--- src/logic/ltg_regs.vh ---
// Constants for the tone keying host controller
`ifndef LTG_REGS_VH
`define LTG_REGS_VH
`define LTG_CLK_MHZ 250
`define LTG_TONE_HZ 22000
`define LTG_HALF_CYC (`LTG_CLK_MHZ * 1000000 / (2 * `LTG_TONE_HZ))
`define LTG_SETUP_NS 1000
`define LTG_SETUP_CYC ((`LTG_SETUP_NS * `LTG_CLK_MHZ + 999) / 1000)
`define LTG_TAIL_US 60
`define LTG_TAIL_CYC (`LTG_TAIL_US * `LTG_CLK_MHZ)
`define LTG_MODE_OFF 2'h0
`define LTG_MODE_CONT 2'h1
`define LTG_MODE_ENV 2'h2
`define LTG_MODE_EXT 2'h3
`endif

--- src/logic/ltg_host_ctrl.v ---
// Host controller that programs the tone mode bits and drives the keying input
// Notes on behaviour
// (RQ1) Both mode bits high: device follows an external 22 kHz square wave on key input.
// (RQ2) External bit low, enable high: key input is an envelope gating internal tone.
// (RQ3) Continuous tone: hold key input high and external bit low.
// (RQ4) External mode: frequency and duty come from the applied 22 kHz wave.
// (RQ5) Set both bits to one before applying any external square wave.
// (RQ6) Device starts tone about 1 us after detecting the square wave.
// (RQ7) Device stops tone about 60 us after the square wave ceases.
// (RQ8) Device disables everything while supply is below the 4.7 V lockout.
// (RQ9) Device soft-start ramp takes about 4 ms from zero to 18 V.
// (RQ10) Envelope mode: tone is driven while the key input stays high.
// (RQ11) Envelope mode: tone starts about 6 us after rise, stops 15 to 60 us after.
// (RQ12) Enable bit low keeps the tone off whatever the key input does.
// (RQ13) Both bits read zero after power-on or lockout until configured.
`timescale 1ns/1ps
`include "ltg_regs.vh"
module ltg_host_ctrl #(
   parameter HALF_CYC = `LTG_HALF_CYC,
   parameter TAIL_CYC = `LTG_TAIL_CYC
) (
   input wire clk,
   input wire sys_rst,
   input wire [1:0] modeReq,
   input wire modeLoad,
   input wire burstOn,
   input wire underVoltage,
   output wire busy,
   output reg externalWaveformSelect,
   output reg toneEnableBit,
   output reg toneKeyInput
);
   localparam [15:0] SETUP_W = `LTG_SETUP_CYC;
   localparam [15:0] TAIL_W = TAIL_CYC;
   localparam ST_IDLE = 2'h0;
   localparam ST_SETUP = 2'h1;
   localparam ST_RUN = 2'h2;
   localparam ST_TAIL = 2'h3;

   reg [1:0] uvSync_r;
   reg [1:0] state_r;
   reg [1:0] state_nxt;
   reg [1:0] mode_r;
   reg [15:0] wait_r;
   reg [15:0] wait_nxt;
   reg sqPhase_r;
   reg sqPhase_nxt;
   reg [1:0] mode_nxt;
   reg extSel_nxt;
   reg toneEn_nxt;
   reg key_nxt;
   wire halfTick;
   wire lockout;
   wire extRun;

   // Supply monitor is asynchronous to clk
   // Resets high so the first edges after reset still count as lockout
   always @(posedge clk or posedge sys_rst) begin
      if (sys_rst) begin
         uvSync_r <= 2'h3;
      end else begin
         uvSync_r <= {uvSync_r[0], underVoltage};
      end
   end
   assign lockout = uvSync_r[1];

   assign extRun = (mode_r == `LTG_MODE_EXT) && (state_r == ST_RUN);
   assign busy = (state_r != ST_IDLE);

   // Half-period tick only while the wave runs
   ltg_divider #(
      .DIV(HALF_CYC)
   ) u_div (
      .clk(clk),
      .sys_rst(sys_rst),
      .run(extRun),
      .tick(halfTick)
   );

   // RQ13 mode bits cleared at lockout
   always @* begin
      mode_nxt = mode_r;
      extSel_nxt = externalWaveformSelect;
      toneEn_nxt = toneEnableBit;
      if (lockout) begin
         // RQ8 nothing programmed during lockout
         mode_nxt = `LTG_MODE_OFF;
         extSel_nxt = 1'b0;
         toneEn_nxt = 1'b0;
      end else if (modeLoad && state_r == ST_IDLE) begin
         mode_nxt = modeReq;
         // RQ1 RQ2 RQ3 bit encoding per mode
         extSel_nxt = (modeReq == `LTG_MODE_EXT);
         // RQ12 enable bit low in off mode
         toneEn_nxt = (modeReq != `LTG_MODE_OFF);
      end
   end

   // RQ13 mode bits cleared at reset
   always @(posedge clk or posedge sys_rst) begin
      if (sys_rst) begin
         mode_r <= `LTG_MODE_OFF;
         externalWaveformSelect <= 1'b0;
         toneEnableBit <= 1'b0;
      end else begin
         mode_r <= mode_nxt;
         externalWaveformSelect <= extSel_nxt;
         toneEnableBit <= toneEn_nxt;
      end
   end

   always @* begin
      state_nxt = state_r;
      wait_nxt = wait_r;
      case (state_r)
         ST_IDLE: begin
            if (burstOn && mode_r != `LTG_MODE_OFF && !lockout) begin
               // RQ5 bits settle before keying starts
               state_nxt = ST_SETUP;
               wait_nxt = SETUP_W;
            end
         end
         ST_SETUP: begin
            if (wait_r == 16'h0001) begin
               state_nxt = ST_RUN;
            end else begin
               wait_nxt = wait_r - 16'h0001;
            end
         end
         ST_RUN: begin
            if (lockout) begin
               state_nxt = ST_TAIL;
               wait_nxt = TAIL_W;
            end else if (!burstOn && (mode_r != `LTG_MODE_EXT || (halfTick && sqPhase_r))) begin
               // RQ7 RQ11 wait out the device stop delay
               // Wave ends after a full high half so no runt pulse reaches the key
               state_nxt = ST_TAIL;
               wait_nxt = TAIL_W;
            end
         end
         default: begin
            if (wait_r == 16'h0001) begin
               state_nxt = ST_IDLE;
            end else begin
               wait_nxt = wait_r - 16'h0001;
            end
         end
      endcase
   end

   always @(posedge clk or posedge sys_rst) begin
      if (sys_rst) begin
         state_r <= ST_IDLE;
      end else begin
         state_r <= state_nxt;
      end
   end

   always @(posedge clk or posedge sys_rst) begin
      if (sys_rst) begin
         wait_r <= 16'h0000;
      end else begin
         wait_r <= wait_nxt;
      end
   end

   always @* begin
      sqPhase_nxt = sqPhase_r;
      if (!extRun) begin
         sqPhase_nxt = 1'b0;
      end else if (halfTick) begin
         sqPhase_nxt = ~sqPhase_r;
      end
   end

   always @(posedge clk or posedge sys_rst) begin
      if (sys_rst) begin
         sqPhase_r <= 1'b0;
      end else begin
         sqPhase_r <= sqPhase_nxt;
      end
   end

   // Next level for the key pin
   always @* begin
      key_nxt = 1'b0;
      case (mode_r)
         `LTG_MODE_CONT: begin
            // RQ3 key held high for continuous tone
            key_nxt = !lockout;
         end
         `LTG_MODE_ENV: begin
            // RQ10 envelope high only in the run state, from end of setup until burstOn falls
            key_nxt = (state_r == ST_RUN);
         end
         `LTG_MODE_EXT: begin
            // RQ4 square wave sets frequency and duty
            key_nxt = sqPhase_r;
         end
         default: begin
            key_nxt = 1'b0;
         end
      endcase
   end

   always @(posedge clk or posedge sys_rst) begin
      if (sys_rst) begin
         toneKeyInput <= 1'b0;
      end else begin
         toneKeyInput <= key_nxt;
      end
   end
endmodule

--- src/logic/ltg_divider.v ---
// Enable pulse divider producing one pulse every DIV cycles
`timescale 1ns/1ps
module ltg_divider #(
   parameter DIV = 5681
) (
   input wire clk,
   input wire sys_rst,
   input wire run,
   output reg tick
);
   reg [15:0] cnt_r;
   always @(posedge clk or posedge sys_rst) begin
      if (sys_rst) begin
         cnt_r <= 16'h0000;
         tick <= 1'b0;
      end else if (!run) begin
         cnt_r <= 16'h0000;
         tick <= 1'b0;
      end else if (cnt_r == DIV - 1) begin
         cnt_r <= 16'h0000;
         tick <= 1'b1;
      end else begin
         cnt_r <= cnt_r + 16'h0001;
         tick <= 1'b0;
      end
   end
endmodule

--- config.mk ---
export PLATFORM = sky130hd
export DESIGN_NAME = ltg_host_ctrl
export DESIGN_NICKNAME = d
export VERILOG_FILES = /design/src/logic/ltg_host_ctrl.v /design/src/logic/ltg_divider.v
export VERILOG_INCLUDE_DIRS = /design/src /design/src/logic
export SDC_FILE = /design/constraint.sdc
export NUM_CORES = 1
export LEC_CHECK = 0
export ABC_AREA = 1
export ABC_CLOCK_PERIOD_IN_PS = 2500
export BUFFER_PORTS_ARGS = -buffer_cell sky130_fd_sc_hd__buf_2
export CORE_MARGIN = 3
export CORE_UTILIZATION = 50
export DETAILED_ROUTE_END_ITERATION = 8
export PLACE_DENSITY = 0.69
export SLEW_MARGIN = 10
export SYNTH_ARGS = -nofsm -noshare
export SYNTH_HDL_FRONTEND = slang
export SYNTH_SLANG_ARGS = --single-unit
--- constraint.sdc ---
create_clock -name clk -period 2.5 [get_ports clk]
set_input_delay 0.375 -clock clk [delete_from_list [all_inputs] [get_ports clk]]
set_output_delay 0.375 -clock clk [all_outputs]
set_load 0.02 [all_outputs]
==> results_dict.tcl, run 1 <==
set metrics [dict create \
    pre_cts_slack_ns 0.4334 \
    syn-num-nets 374 \
    synth.area.top_cells "dfrtp_1 39%, nand2_1 14%, nand3_1 7.2%, nor2_1 7.1%, inv_1 5.7%" \
    fin_cells 443 \
    yosys-top-cells-count "97 x nand2_1, 50 x nor2_1, 41 x dfrtp_1, 40 x inv_1, 38 x nand3_1" \
    hold_end "uvSync_r[0]" \
    hpwlAfterDp_mm 3.972 \
    clk_path_buf_depth 2 \
    placed_cell_area_mm2 0.002751 \
    peakVddDrop_v 0.0003711 \
    pwr_density_cell_mw_per_mm2 916.0 \
    hold_viol 0 \
    clkLatencyLatePin_ns 0.30 \
    rows 25 \
    timing.slew.headroom_pct 31.59 \
    die_y_um 78.53 \
    fin_ws_ns 0.3773 \
    syn_inst 360 \
    drt_first_pass_iters 4 \
    worst_pin_slew_ns 1.020 \
    grt_pass1_wl_mm 9.149 \
    outcome "finished clean" \
    fin_nets 389 \
    endpoint_kind "flip-flop" \
    min_path_type "in -> reg" \
    critPathMaxFanout 12 \
    whs_path_depth 1 \
    avgSynthCellArea_um2 7.306 \
    hold-worst-slack_ns 0.1669 \
    core_mm2 0.004911 \
    num_io_pins 11 \
    fin_crit_ns 2.123 \
    htreeDepth 2 \
    cts_buffers 5 \
    cap_viol_max_count 0 \
    synth_top_area_share_pct 39.01 \
    min_from "underVoltage" \
    synthArstFlopShare_pct 100.0 \
    routed_wl_mm 5.182 \
    yosysMostFrequentCell "nand2_1" \
    antenna_found_initial 0 \
    dr.first_iter.drc_count 181 \
    post-route-cell-area_mm2 0.002845 \
    grt_util_all_layers_pct 18.60 \
    cp-start-kind "flip-flop" \
    holdBufCountCts 0 \
    synth_area_mm2 0.002630 \
    fin_setup_tns_ns 0 \
    fin_crit_sh_pct 84.91 \
    grt_overflow 0 \
    synth_edf_count 0 \
    path_class "reg -> reg" \
    ys_dominant_reg_cell "dfrtp_1" \
    drc_errors 0 \
    post_cts.repair.setup_buffers 0 \
    clkTransAtPathRegs_ns 0.09 \
    yosysWarnings 0 \
    ys_seq_elements 43 \
    r2r.worst_path.cells 8 \
    worstPathRequired_ns 2.70 \
    crit_arrival_ns 2.32 \
    ys_types 31 \
    slew_violations 0 \
    r2r_end "wait_r[12]" \
    synthToLayoutAreaGrowth_pct 8.183 \
    first_global_vias 1997 \
    drive_gt1_share_pct 14.10 \
    num_antenna_cells 0 \
    rsz0062_at_grt "false" \
    cts_num_sinks 43 \
    die_x_um 78.53 \
    dp.cells 435 \
    max_freq_mhz 471.1 \
    vias 2209 \
    grt_max_degree 31 \
    fin_worst_skew_ns 0.009664 \
    dieArea_mm2 0.006166 \
    r2r_slack_ns 0.38 \
    antenna_left 0 \
    final-setup-viol-count 0 \
    wire_per_inst_um 11.70 \
    clockRootBuffer "clkbuf_8" \
    ctsResizeCount 0 \
    initial_core_util_pct 53.55 \
    synth_top_area_cell "dfrtp_1" \
    vias_per_cell 4.986 \
    power.leakage_nw 1.288 \
    ys_seq_area_share_pct 41.01 \
    port_buffers 10 \
    rr_startpoint "state_r[0]" \
    gp_congestion 0.9063 \
    cts_tree "built" \
]
metrics by stage:
step                total power [mW]  util, %
global route                   2.849    57.94
global placement               2.157    56.03
CTS                            2.626    57.94
floorplan                      1.941        -
finish                         2.606    57.94
detailed placement             2.158    56.03
state kept, by name (all words and copies together), names as in the netlist:
register                count
state_r                     2
u_div.tick                  1
sqPhase_r                   1
toneEnableBit               1
u_div.cnt_r                16
wait_r                     16
mode_r                      2
uvSync_r                    2
externalWaveformSelect      1
toneKeyInput                1
per-layer routing:
layer  vias up  part of all wire [%]  track usage, %
met5         -                     0               0
met4         0                   1.5           7.343
met3         5                   5.3           2.867
met2        56                    40           26.66
met1       970                    53           27.85
li1       1178                     -               -
worst max-delay path, cell delays in order (launching register included):
cell,delay [ns]
dfrtp_1,0.55
inv_1,0.13
ha_1,0.29
nor2_2,0.46
nand3_4,0.16
nand2_2,0.23
nor2_2,0.08
nand2_1,0.07
nand2_1,0.05
cell usage in the layout, fill, tap and decap left out, drive strengths merged:
master | netlist | final
ha | 7 | 7
xnor2 | 1 | 1
nor3 | 15 | 15
dfstp | 2 | 2
a31oi | 1 | 1
buf | 3 | 12
nand4 | 9 | 9
clkbuf | 1 | 5
clkinv | 0 | 3
o21ai | 23 | 23
inv | 46 | 45
nand3b | 2 | 2
nand2 | 101 | 101
nor2 | 57 | 57
xor2 | 6 | 6
clkinvlp | 0 | 1
dfrtp | 41 | 41
nand3 | 39 | 39
a21oi | 4 | 4
nor2b | 1 | 1
nor4 | 1 | 1
worst max path at each step:
stage | start | endpoint | slack [ns] | depth (start not counted)
3_3_place_gp | state_r[0] | wait_r[9] | 0.53 | 8
4_1_cts | state_r[0] | wait_r[12] | 0.42 | 8
5_1_grt | state_r[0] | wait_r[11] | 0.22 | 8
6_report | state_r[0] | wait_r[12] | 0.38 | 8
3_5_place_dp | state_r[0] | wait_r[12] | 0.43 | 8
2_1_floorplan | state_r[0] | wait_r[1] | 0.60 | 9
where the power goes:
part	total [mW]	switching [mW]	internal, mW
sequential	0.981	0.148	0.833
combinational	1.17	0.786	0.386
clock	0.454	0.254	0.200
total	2.61	1.19	1.42
cell type report:
cell class              count  area (um^2)
fillers                   458         2066
multi-input cells         267         1351
flip-flops and latches     43         1079
inverters                  46        172.7
well taps                  67        83.83
clock buffers               5        68.82
repair buffers             12        65.06
clock inverters             3        25.02
cell families after synthesis:
family                   synth area share [%]
AND/OR/NAND/NOR                         38.63
flip-flops                              41.01
buffers and inverters                   7.611
XOR/XNOR                                2.331
adder cells (fa/ha/maj)                 3.330
AO/OA/AOI/OAI                           7.089
No activity file was read; power rests on OpenSTA's default activity.
==> run 2, diff against run 1 <==
--- a/config.mk
+++ b/config.mk
@@ -7,12 +7,12 @@
 export NUM_CORES = 1
 export LEC_CHECK = 0
 export ABC_AREA = 1
-export ABC_CLOCK_PERIOD_IN_PS = 2500
+export ABC_CLOCK_PERIOD_IN_PS = 1700
 export BUFFER_PORTS_ARGS = -buffer_cell sky130_fd_sc_hd__buf_2
 export CORE_MARGIN = 3
 export CORE_UTILIZATION = 50
 export DETAILED_ROUTE_END_ITERATION = 8
-export PLACE_DENSITY = 0.69
+export PLACE_DENSITY = 0.71
 export SLEW_MARGIN = 10
 export SYNTH_ARGS = -nofsm -noshare
 export SYNTH_HDL_FRONTEND = slang
==> constraint.sdc (replaced) <==
create_clock -name clk -period 1.7 [get_ports clk]
set_input_delay 0.255 -clock clk [delete_from_list [all_inputs] [get_ports clk]]
set_output_delay 0.255 -clock clk [all_outputs]
set_load 0.02 [all_outputs]
==> run 2 against run 1 <==
Non-clock buffer count rose by 5. Sequential power rose by 45%. Power rose by 70%. First-iteration DRC count rose by 13%. Cell count rose by 1.1%. Sequential cell count did not move. Register-to-register slack got worse by 0.26 ns. Clock skew rose by 0.0022 ns. Setup slack got worse by 0.26 ns. Critical endpoint is now wait_r[1]. Largest cell class unchanged. Largest power group unchanged.
==> results_dict.tcl, run 2 (synthesized netlist as in run 1, its figures left out) <==
set metrics [dict create \
    outcome "finished clean" \
    fin_nets 394 \
    pwr-share-seq_pct 32.1 \
    p_sw_share_pct 42.10 \
    antenna_found_initial 0 \
    clockRootBuffer "clkbuf_8" \
    clk_path_buf_depth 2 \
    clkTransAtPathRegs_ns 0.09 \
    critPathMaxFanout 13 \
    final-setup-viol-count 0 \
    num_antenna_cells 0 \
    fin_worst_skew_ns 0.01189 \
    die_x_um 78.53 \
    peakVddDrop_v 0.0006123 \
    power.leakage_nw 1.344 \
    worst_pin_slew_ns 0.7109 \
    port_buffers 10 \
    antenna_left 0 \
    pre_cts_slack_ns -0.02535 \
    dr.first_iter.drc_count 204 \
    min_path_type "in -> reg" \
    grt_util_all_layers_pct 20.76 \
    grt_pass1_wl_mm 10.14 \
    initial_core_util_pct 53.55 \
    num_io_pins 11 \
    final_cell_mix "97 x nand2_1, 50 x nor2_1, 41 x dfrtp_1" \
    rsz0062_at_grt "true" \
    worstPathRequired_ns 1.89 \
    drive_gt1_share_pct 16.54 \
    layout_commonest_cell "nand2_1" \
    fin_cells 448 \
    pwr-share-comb_pct 46.0 \
    dp.cells 438 \
    crit_arrival_ns 1.78 \
    timing.slew.headroom_pct 52.32 \
    max_freq_mhz 631.8 \
    hpwlAfterDp_mm 4.262 \
    clkLatencyLatePin_ns 0.31 \
    htreeDepth 2 \
    fillers 445 \
    gp_congestion 0.9104 \
    fin_util_pct 60.99 \
    vias_per_cell 5.335 \
    reg.largest.list "u_div.cnt_r (16), wait_r (16)" \
    seqCellArea_mm2 0.001079 \
    routed_wl_mm 5.751 \
    p_int_mw 2.565 \
    fin_crit_sh_pct 93.11 \
    die_y_um 78.53 \
    hold-worst-slack_ns 0.03978 \
    p_switching_mw 1.865 \
    cts_num_sinks 43 \
    hold_viol 0 \
    endpoint_kind "flip-flop" \
    fin_ws_ns 0.1171 \
    fin_crit_ns 1.583 \
    rows 25 \
    first_global_vias 2290 \
    cp-start-kind "flip-flop" \
    core_mm2 0.004911 \
    pwr-share-clk_pct 21.9 \
    cap_viol_max_count 0 \
    wire_per_inst_um 12.84 \
    vias 2390 \
    dieArea_mm2 0.006166 \
    drc_errors 0 \
    cts_tree "built" \
    cts_buffers 5 \
    grt_max_degree 26 \
    grt_overflow 0 \
    pwr_density_cell_mw_per_mm2 1479 \
    synthToLayoutAreaGrowth_pct 13.89 \
    path_class "reg -> reg" \
    slew_violations 0 \
    total_power_mw 4.430 \
    drt_first_pass_iters 5 \
    multi_input_area_mm2 0.001381 \
]
-- run 2: cell count changes in the layout (fill, tap and decap cells not counted), sizes merged --
cell / delta
buf: +4
bufinv: +2
clkinv: -2
dlygate4sd3: +1
-- run 2: metrics by stage --
stage / setup TNS (ns) / instance area (um^2)
after global placement: 0 / 2804
final: 0 / 2995
after detailed placement: -0.06685 / 2804
after global routing: -0.02318 / 2995
after CTS: 0 / 2973
after floorplan: -0.0004480 / 2636
-- run 2: worst paths after layout --
path                       cells after the start          from        endpoint  slack (ns)
min in group asynchronous                      3       sys_rst       wait_r[8]        0.52
max in group asynchronous                      4       sys_rst  u_div.cnt_r[1]        0.66
max                                           11     wait_r[1]       wait_r[1]        0.12
max reg2reg                                   11     wait_r[1]       wait_r[1]        0.12
min reg2reg                                    0   uvSync_r[0]     uvSync_r[1]        0.36
min                                            1  underVoltage     uvSync_r[0]        0.04
-- run 2: worst max-delay path: stages, from the launching register on --
cell and delay (ns):
dfrtp_1 0.38, inv_2 0.08, ha_1 0.14, inv_1 0.04, nor2_1 0.09, nand2_1 0.11, nor2_4 0.14, nand3_4 0.11
nor2b_4 0.15, buf_12 0.15, nand2_2 0.06, o21ai_2 0.05
-- run 2: timing repair --
action,in CTS,in global routing
pin swaps,0,0
resized for setup,1,6
hold endpoints to repair,16,0
endpoints found under the setup margin,6,16
buffers inserted,1,0
hold buffers,1,0
-- run 2: area by class of cell --
class	instances	share of cell area (%)
multi-input cells	267	46.12
clock inverters	3	2.256
well taps	67	2.799
flip-flops and latches	43	36.01
repair buffers	17	4.762
inverters	46	5.764
clock buffers	5	2.297
-- run 2: power by group through the flow --
stage                     Sequential (mW)  Clock (mW)  Combinational, mW
after floorplan                      1.40           0               1.48
after global placement               1.42           0               1.89
after detailed placement             1.42           0               1.92
after CTS                            1.40       0.994               2.00
after global routing                 1.45        1.04               2.30
final                                1.42       0.971               2.04
-- run 2: per-layer routing --
| metal | wire length (um) | vias up | track usage, % |
|---|---|---|---|
| met2 | 2541 | 89 | 32.60 |
| met5 | 0 | - | 0 |
| met4 | 120 | 0 | 9.965 |
| met1 | 2721 | 1086 | 27.09 |
| li1 | - | 1198 | - |
| met3 | 369 | 17 | 4.472 |
